### src/rtl/dspfs_pkg.sv
// Package: constants and carriers for the decoder/SPI pin function select block
package dspfs_pkg;

   // Pin functions of the two decoder pins
   typedef enum logic [1:0] {DSPFS_QUAD, DSPFS_TIMER, DSPFS_PORT} dspfs_qfunc_e;
   // Pin functions of the four SPI pins
   typedef enum logic [0:0] {DSPFS_SPI, DSPFS_GPIO} dspfs_sfunc_e;

   // Pull-up bit positions in the port pull-up registers
   localparam int unsigned PC_INDEX_BIT   = 6;
   localparam int unsigned PC_HOME_BIT    = 7;
   localparam int unsigned PE_SCLK_BIT    = 4;
   localparam int unsigned PE_MOSI_BIT    = 5;
   localparam int unsigned PE_MISO_BIT    = 6;
   localparam int unsigned PE_SS_BIT      = 7;
   // Reset values: every pull-up on
   localparam logic [7:0]  PULLUP_RST     = 8'hff;
   localparam logic [1:0]  QFUNC_RST      = 2'h0;
   localparam logic [3:0]  SFUNC_RST      = 4'h0;
   localparam logic [3:0]  GPIO_DIR_RST   = 4'h0;

   // Drive triple for one pad: out, enable (active low), pull-up
   typedef struct packed {
      logic o;
      logic oe_n;
      logic pu;
   } dspfs_pad_s;

endpackage : dspfs_pkg

### src/rtl/dspfs_top.sv
// Pin function select and pull-up control for the decoder and SPI 0 pins
// Notes on behaviour
// - After reset pin 0 carries the decoder index input; timer channel 2 and port C line 6 are alternates.
// - Bit 6 of the port C pull-up register controls the index pin pull-up, cleared means off.
// - After reset pin 1 carries the decoder home input; timer channel 3 and port C line 7 are alternates.
// - Bit 7 of the port C pull-up register controls the home pin pull-up, cleared means off.
// - The SPI clock pin is driven out in master mode and is the clock input in slave mode.
// - Bit 4 of the port E pull-up register controls the SPI clock pull-up, cleared means off.
// - Out of reset all four SPI pins take their SPI functions, not port E lines 4 to 7.
// - The master presents each out bit half a clock early; the slave takes that line as input.
// - Bit 5 of the port E pull-up register controls the master-out pull-up, cleared means off.
// - A slave that is not selected leaves its master-in output undriven.
// - A selected slave drives each master-in bit half a clock before the master latches it.
// - Bit 6 of the port E pull-up register controls the master-in pull-up, cleared means off.
// - In slave mode the slave-select input marks a transfer as addressed to this device.
// - Bit 7 of the port E pull-up register controls the slave-select pull-up, cleared means off.
// - A pin given to its port function has its own software-set direction.
`timescale 1ns/1ps

module dspfs_top
(
   input  wire logic        i_clk,            // 200 MHz clock
   input  wire logic        i_rst_n,          // Async reset, active low
   // Software configuration
   input  wire logic [1:0]  i_idx_func,       // Index pin function select
   input  wire logic [1:0]  i_home_func,      // Home pin function select
   input  wire logic [3:0]  i_spi_gpio,       // 1: SPI pin to port E line
   input  wire logic        i_pc_pu_we,       // Port C pull-up write strobe
   input  wire logic [7:0]  i_pc_pu_wdata,    // Port C pull-up write data
   input  wire logic        i_pe_pu_we,       // Port E pull-up write strobe
   input  wire logic [7:0]  i_pe_pu_wdata,    // Port E pull-up write data
   input  wire logic [5:0]  i_gpio_dir,       // Port direction per pin, 1 out
   input  wire logic [5:0]  i_gpio_out,       // Port output data per pin
   // Peripheral side
   input  wire logic [1:0]  i_timer_out,      // Timer A ch2/ch3 outputs
   input  wire logic [1:0]  i_timer_oe,       // Timer A ch2/ch3 drive enables
   input  wire logic        i_spi_master,     // SPI 0 in master mode
   input  wire logic        i_spi_sclk_out,   // Master clock from SPI 0
   input  wire logic        i_spi_mosi_out,   // Master data from SPI 0
   input  wire logic        i_spi_miso_out,   // Slave data from SPI 0
   // Pads in
   input  wire logic [5:0]  i_pad,            // Pad levels: idx,home,sclk,mosi,miso,ss
   // Pads out
   output logic      [5:0]  o_pad,            // Pad output levels
   output logic      [5:0]  o_pad_oe_n,       // Pad drive enable, low drives
   output logic      [5:0]  o_pad_pu,         // Pad pull-up enables
   // Peripheral inputs
   output logic             o_quad0_index_in, // Decoder index input
   output logic             o_quad0_home_in,  // Decoder home input
   output logic      [1:0]  o_timer_in,       // Timer A ch2/ch3 inputs
   output logic             o_spi_sclk_in,    // Slave clock into SPI 0
   output logic             o_spi_mosi_in,    // Slave data into SPI 0
   output logic             o_spi_miso_in,    // Master data into SPI 0
   output logic             o_spi_selected,   // Slave addressed (select low)
   output logic      [5:0]  o_gpio_in,        // Port input levels per pin
   output logic      [7:0]  o_port_c_pullup_reg, // Port C pull-up register
   output logic      [7:0]  o_port_e_pullup_reg  // Port E pull-up register
);

   // Select decode, shared by both decoder pins
   function automatic dspfs_pkg::dspfs_qfunc_e qsel(input logic [1:0] v);
      case (v)
         2'h1:    qsel = dspfs_pkg::DSPFS_TIMER;
         2'h2:    qsel = dspfs_pkg::DSPFS_PORT;
         default: qsel = dspfs_pkg::DSPFS_QUAD;
      endcase
   endfunction : qsel

   // Configuration state
   logic [7:0] pc_pu;
   logic [7:0] pe_pu;
   logic [7:0] next_pc_pu;
   logic [7:0] next_pe_pu;
   dspfs_pkg::dspfs_qfunc_e qf [2];
   dspfs_pkg::dspfs_qfunc_e next_qf [2];
   logic [3:0] sf;
   logic [3:0] next_sf;

   // Register writes; unmapped select code falls back to decoder function
   always_comb
   begin
      next_pc_pu = i_pc_pu_we ? i_pc_pu_wdata : pc_pu;
      next_pe_pu = i_pe_pu_we ? i_pe_pu_wdata : pe_pu;
      next_qf[0] = qsel(i_idx_func);
      next_qf[1] = qsel(i_home_func);
      next_sf    = i_spi_gpio;
   end

   always_ff @(posedge i_clk or negedge i_rst_n)
   begin
      if (!i_rst_n)
      begin
         pc_pu <= dspfs_pkg::PULLUP_RST;
         pe_pu <= dspfs_pkg::PULLUP_RST;
         qf[0] <= dspfs_pkg::DSPFS_QUAD;
         qf[1] <= dspfs_pkg::DSPFS_QUAD;
         sf    <= dspfs_pkg::SFUNC_RST;
      end
      else
      begin
         pc_pu <= next_pc_pu;
         pe_pu <= next_pe_pu;
         qf    <= next_qf;
         sf    <= next_sf;
      end
   end

   // Per-pad drive computed combinationally, then registered
   dspfs_pkg::dspfs_pad_s next_pad [6];
   logic [5:0]            pu_map;
   logic                  sel_n;

   // Pull-up bit per pad
   always_comb
   begin
      pu_map[0] = pc_pu[dspfs_pkg::PC_INDEX_BIT];
      pu_map[1] = pc_pu[dspfs_pkg::PC_HOME_BIT];
      pu_map[2] = pe_pu[dspfs_pkg::PE_SCLK_BIT];
      pu_map[3] = pe_pu[dspfs_pkg::PE_MOSI_BIT];
      pu_map[4] = pe_pu[dspfs_pkg::PE_MISO_BIT];
      pu_map[5] = pe_pu[dspfs_pkg::PE_SS_BIT];
      sel_n     = i_pad[5];
   end

   // Decoder pins: quad input only, timer per its drive enable, port per direction
   genvar g;
   generate
      for (g = 0; g < 2; g++)
      begin : g_qpin
         always_comb
         begin
            next_pad[g].pu = pu_map[g];
            case (qf[g])
               dspfs_pkg::DSPFS_TIMER:
               begin
                  next_pad[g].o    = i_timer_out[g];
                  next_pad[g].oe_n = ~i_timer_oe[g];
               end
               dspfs_pkg::DSPFS_PORT:
               begin
                  next_pad[g].o    = i_gpio_out[g];
                  next_pad[g].oe_n = ~i_gpio_dir[g];
               end
               default:
               begin
                  next_pad[g].o    = 1'b0;
                  next_pad[g].oe_n = 1'b1;
               end
            endcase
         end
      end
   endgenerate

   // SPI pins: directions follow master/slave mode and selection
   generate
      for (g = 2; g < 6; g++)
      begin : g_spin
         always_comb
         begin
            next_pad[g].pu   = pu_map[g];
            next_pad[g].o    = 1'b0;
            next_pad[g].oe_n = 1'b1;
            if (sf[g-2])
            begin
               next_pad[g].o    = i_gpio_out[g];
               next_pad[g].oe_n = ~i_gpio_dir[g];
            end
            else if (g == 2)
            begin
               next_pad[g].o    = i_spi_sclk_out;
               next_pad[g].oe_n = ~i_spi_master;
            end
            else if (g == 3)
            begin
               // SPI core shifts on the opposite edge; pad just follows
               next_pad[g].o    = i_spi_mosi_out;
               next_pad[g].oe_n = ~i_spi_master;
            end
            else if (g == 4)
            begin
               next_pad[g].o    = i_spi_miso_out;
               // Undriven unless slave and selected; avoids bus fights
               next_pad[g].oe_n = i_spi_master | sel_n;
            end
         end
      end
   endgenerate

   // Pad drive flattened from the per-pad structs
   logic [5:0] next_pad_o;
   logic [5:0] next_pad_oe_n;
   logic [5:0] next_pad_pu;

   // Peripheral input values; a decoder, timer or SPI data/clock input not selected reads idle high, port inputs always see the pad
   logic [1:0] next_quad_in;
   logic [1:0] next_timer_in;
   logic       next_spi_sclk_in;
   logic       next_spi_mosi_in;
   logic       next_spi_miso_in;
   logic       next_spi_selected;
   logic [5:0] next_gpio_in;

   // Route pad levels to the peripherals that own each pin
   always_comb
   begin
      next_quad_in  = 2'h3;
      next_timer_in = 2'h3;
      next_gpio_in  = i_pad;
      // Pad triples to flat vectors
      for (int k = 0; k < 6; k++)
      begin
         next_pad_o[k]    = next_pad[k].o;
         next_pad_oe_n[k] = next_pad[k].oe_n;
         next_pad_pu[k]   = next_pad[k].pu;
      end
      // Decoder pins: only the selected decoder or timer function sees the pad; the port input always does
      for (int k = 0; k < 2; k++)
      begin
         case (qf[k])
            dspfs_pkg::DSPFS_TIMER:
            begin
               next_timer_in[k] = i_pad[k];
            end
            dspfs_pkg::DSPFS_PORT:
            begin
               // Port function: level only reaches the port input
               next_timer_in[k] = 1'b1;
            end
            default:
            begin
               next_quad_in[k] = i_pad[k];
            end
         endcase
      end
      // SPI pins: a pin handed to port E hides its level from SPI 0
      if (!sf[0])
      begin
         next_spi_sclk_in = i_pad[2];
      end
      else
      begin
         next_spi_sclk_in = 1'b1;
      end
      if (!sf[1])
      begin
         next_spi_mosi_in = i_pad[3];
      end
      else
      begin
         next_spi_mosi_in = 1'b1;
      end
      if (!sf[2])
      begin
         next_spi_miso_in = i_pad[4];
      end
      else
      begin
         next_spi_miso_in = 1'b1;
      end
      // Select counts only in slave mode; a master ignores the pin
      if (!sf[3] && !i_spi_master)
      begin
         next_spi_selected = ~sel_n;
      end
      else
      begin
         next_spi_selected = 1'b0;
      end
   end

   // Register pad and peripheral outputs
   always_ff @(posedge i_clk or negedge i_rst_n)
   begin
      if (!i_rst_n)
      begin
         o_pad               <= 6'h00;
         o_pad_oe_n          <= 6'h3f;
         o_pad_pu            <= 6'h3f;
         o_quad0_index_in    <= 1'b1;
         o_quad0_home_in     <= 1'b1;
         o_timer_in          <= 2'h3;
         o_spi_sclk_in       <= 1'b1;
         o_spi_mosi_in       <= 1'b1;
         o_spi_miso_in       <= 1'b1;
         o_spi_selected      <= 1'b0;
         o_gpio_in           <= 6'h3f;
         o_port_c_pullup_reg <= dspfs_pkg::PULLUP_RST;
         o_port_e_pullup_reg <= dspfs_pkg::PULLUP_RST;
      end
      else
      begin
         o_pad               <= next_pad_o;
         o_pad_oe_n          <= next_pad_oe_n;
         o_pad_pu            <= next_pad_pu;
         o_quad0_index_in    <= next_quad_in[0];
         o_quad0_home_in     <= next_quad_in[1];
         o_timer_in          <= next_timer_in;
         o_spi_sclk_in       <= next_spi_sclk_in;
         o_spi_mosi_in       <= next_spi_mosi_in;
         o_spi_miso_in       <= next_spi_miso_in;
         o_spi_selected      <= next_spi_selected;
         o_gpio_in           <= next_gpio_in;
         o_port_c_pullup_reg <= pc_pu;
         o_port_e_pullup_reg <= pe_pu;
      end
   end

endmodule : dspfs_top

### config.mk
export PLATFORM = sky130hd
export DESIGN_NAME = dspfs_top
export DESIGN_NICKNAME = d
export VERILOG_FILES = /design/src/rtl/dspfs_pkg.sv /design/src/rtl/dspfs_top.sv
export SDC_FILE = /design/constraint.sdc
export NUM_CORES = 1
export LEC_CHECK = 0
export CAP_MARGIN = 0
export CORE_AREA = 4 4 77 79
export DETAILED_ROUTE_END_ITERATION = 10
export DIE_AREA = 0 0 81 83
export DONT_BUFFER_PORTS = 1
export GPL_TIMING_DRIVEN = 1
export PLACE_DENSITY_LB_ADDON = 0.05
export SLEW_MARGIN = 25
export SYNTH_ARGS = -nofsm -noshare
export SYNTH_HDL_FRONTEND = slang
export SYNTH_SLANG_ARGS = --single-unit
### constraint.sdc
create_clock -name i_clk -period 3 [get_ports i_clk]
set_input_delay 0.15 -clock i_clk [delete_from_list [all_inputs] [get_ports i_clk]]
set_output_delay 0.15 -clock i_clk [all_outputs]
set_load 0.02 [all_outputs]
==> run_results.csv <==
group,metric,value,unit
flow_run,maxCapViolCount,0,
logic_synthesis,ys_top_cells_by_count,"51 x dfstp_2, 16 x mux2_4, 15 x dfrtp_1",
clock_network,cts_tree,"built",
die,initial_core_util,0.430,
routing,via_per_inst,4.55,
setup_path,critical_path_class,"register to register",
logic_synthesis,ys_warn_count,0,
logic_synthesis,postSynthAreaPerCell,17.8,um^2
logic_synthesis,synth_flop_cell,"dfstp_2",
cells_and_area,final_nets,257,
grt,gr-total-overflow,0,
cells_and_area,top_regs,"pc_pu x8, pe_pu x8",
routing,firstDrtPassIters,4,
die,row_count,27,
routing,vias,1251,
logic_synthesis,synth_fp_nets,187,
logic_synthesis,synth_top_area_share,0.584,
power,power_frac_seq,0.563,
routing,ant_nets,0,
logic_synthesis,synth_area_leaders,"dfstp_2 58%, dfrtp_1 16%, mux2_4 10%",
setup_path,start_kind,"register",
placement,gp_congestion,0.672,
clock_network,cts_setup_buffers,0,
routing,drc,0,
timing,rsz0062_at_grt,"false",
grt,antenna_found_initial,0,
routing,wl,4220,um
cells_and_area,areaGrowthSynthToFinish,39.1,%
die,die_h,83,um
timing,finalCritPeriodShare,0.536,
setup_path,cp_slowest_cell,"dlygate4sd3_1",
power,p_leak,0.00137,uW
clock_network,clock_path_buffers,2,
timing,fin_setup_tns,0,ns
timing,setup_viol,0,
power,pwr-share-clk,0.348,
routing,drt_iter0_drc,31,
clock_network,cts.sinks,66,
clock_network,numCtsBuffers,9,
logic_synthesis,yosysTopAreaCell,"dfstp_2",
power,swShare,0.226,
logic_synthesis,synth_seq_cells,66,
logic_synthesis,synth.most_common_cell,"dfstp_2",
cells_and_area,drive_gt1_frac,0.429,
setup_path,cp_data_required_time,3.25,ns
timing,relSlewSlack,0.798,
power,net-switching-power,447,uW
logic_synthesis,synth-edff-count,0,
placement,hpwl,2590,um
clock_network,cts_root_buffer,"clkbuf_8",
clock_network,cts_hold_buf,67,
die,die-width,81,um
setup_path,crit_chain,"inv_1, ha_1, a221o_1, dlygate4sd3_1",
power,pwr-share-comb,0.089,
clock_network,ctsHtreeMaxLevel,3,
clock_network,clk_latency,0.32,ns
die,core_area,5340,um^2
power,fin_total_pwr,1980,uW
timing,tightestPinTransition,0.302,ns
outcome,status,"complete, no violations",
grt,grt_pass1_wl,6620,um
grt,grt_max_degree,67,
setup_path,path_max_fanout,3,
clock_network,cts_resized,0,
setup_path,cpPeakStageDelay,0.56,ns
power,powerDensity,621,nW/um^2
logic_synthesis,syn_inst,129,
logic_synthesis,async_reset_ff_frac,1.00,
grt,grt_usage,0.133,
power,p_int,1530,uW
setup_path,crit_family,"buffers and inverters",
grt,first_global_vias,1408,
timing,hold_viol,0,
setup_path,crit_arrival,1.86,ns
die,io_pins,102,
power,peakVddDrop,309,uV
setup_path,worst_setup_path_end_kind,"register",
timing,max_freq,622,MHz
setup_path,cp_num_buf_inv,2,
timing,fin_skew,0.00536,ns
hold_path,hold_path_class,"input port to register",
routing,wl_per_cell,15.4,um
die,dieArea,6720,um^2
placement,port_buffers,0,
clock_network,clk_pin_slew_worst_paths,0.06,ns
timing,slew_viol_final,0,
logic_synthesis,synth_cell_type_count,19,
timing,fin_crit,1.61,ns
logic_synthesis,ys_seq_area_frac,0.748,
cells_and_area,n_antenna_cell,0,
logic_synthesis,syn_area,2290,um^2
[final cells by class]
cell class                 count  area [um^2]
fill                         446         2150
clock buffer                  12          145
inverter                       8         30.0
timing repair buffer          67          688
clock inverter                 3         40.0
multi-input combinational     47          480
tap                           72         90.1
sequential                    66         1720
[per-layer routing]
| layer | share of wire | track usage |
|---|---|---|
| met1 | 0.36 | 0.141 |
| met2 | 0.51 | 0.210 |
| met3 | 0.11 | 0.0640 |
| met4 | 0.020 | 0.0829 |
| met5 | 0 | 0 |
[power by group through the flow]
stage / clock (uW) / combinational [uW] / sequential [uW]
5_1_grt: 759 / 192 / 1120
4_1_cts: 716 / 176 / 1120
2_1_floorplan: 0 / 89.9 / 1100
3_3_place_gp: 0 / 63.2 / 1130
6_report: 690 / 176 / 1120
3_5_place_dp: 0 / 66.7 / 1130
[worst reg2reg max path, cell delays in order, from the launching register on]
cell           delay (ns)
dfrtp_1              0.35
inv_1                0.05
ha_1                 0.32
a221o_1              0.26
dlygate4sd3_1        0.56
[per-stage QoR]
step           hold slack [ns]  worst slack, ns  instances   util  cell area, um^2
4_1_cts                0.00927             1.40        275  0.598             3190
2_1_floorplan           -0.146             2.00        129      -             2290
5_1_grt                 0.0223             1.35        275  0.598             3190
3_3_place_gp            -0.143             1.99        193  0.434             2320
6_report                0.0233             1.39        275  0.598             3190
3_5_place_dp            -0.143             1.93        193  0.434             2320
[logic make-up after synthesis]
family / synth area share
buf+inv: 0.0426
flops: 0.748
fa+ha+maj: 0.0218
compound gates: 0.0175
simple gates: 0.0420
mux: 0.128
[worst paths after layout]
path	slack, ns	cells after the start	from	end
max	1.39	4	qf[0]	o_pad_oe_n[1]
min	0.02	2	i_gpio_out[0]	o_pad[0]
max reg2reg	1.39	4	qf[0]	o_pad_oe_n[1]
min reg2reg	0.37	0	pc_pu[2]	o_port_c_pullup_reg[2]
max in group asynchronous	2.32	2	i_rst_n	pc_pu[2]
min in group asynchronous	0.36	2	i_rst_n	o_pad[5]
[cells in the final DEF, fill, tap and decap left out]
cell type      netlist  routed
a21oi_1              1       1
a221o_1              2       2
a22oi_1              2       2
and2_1               1       1
buf_16               0       1
bufinv_16            0       1
clkbuf_1             0       2
clkbuf_8             0      10
clkinv_2             0       2
dfrtp_1             15      15
dfstp_2             51      51
dlygate4sd3_1        0      66
ha_1                 4       4
inv_1                8       8
mux2_2               3       3
mux2_4              16      16
mux2i_1              2       2
nand2_1              1       1
nand2b_1             4       4
nor2_1               2       2
nor2b_1              4       4
nor3_1               2       2
or2_2                3       3
Power figures use the tool's default switching activity.
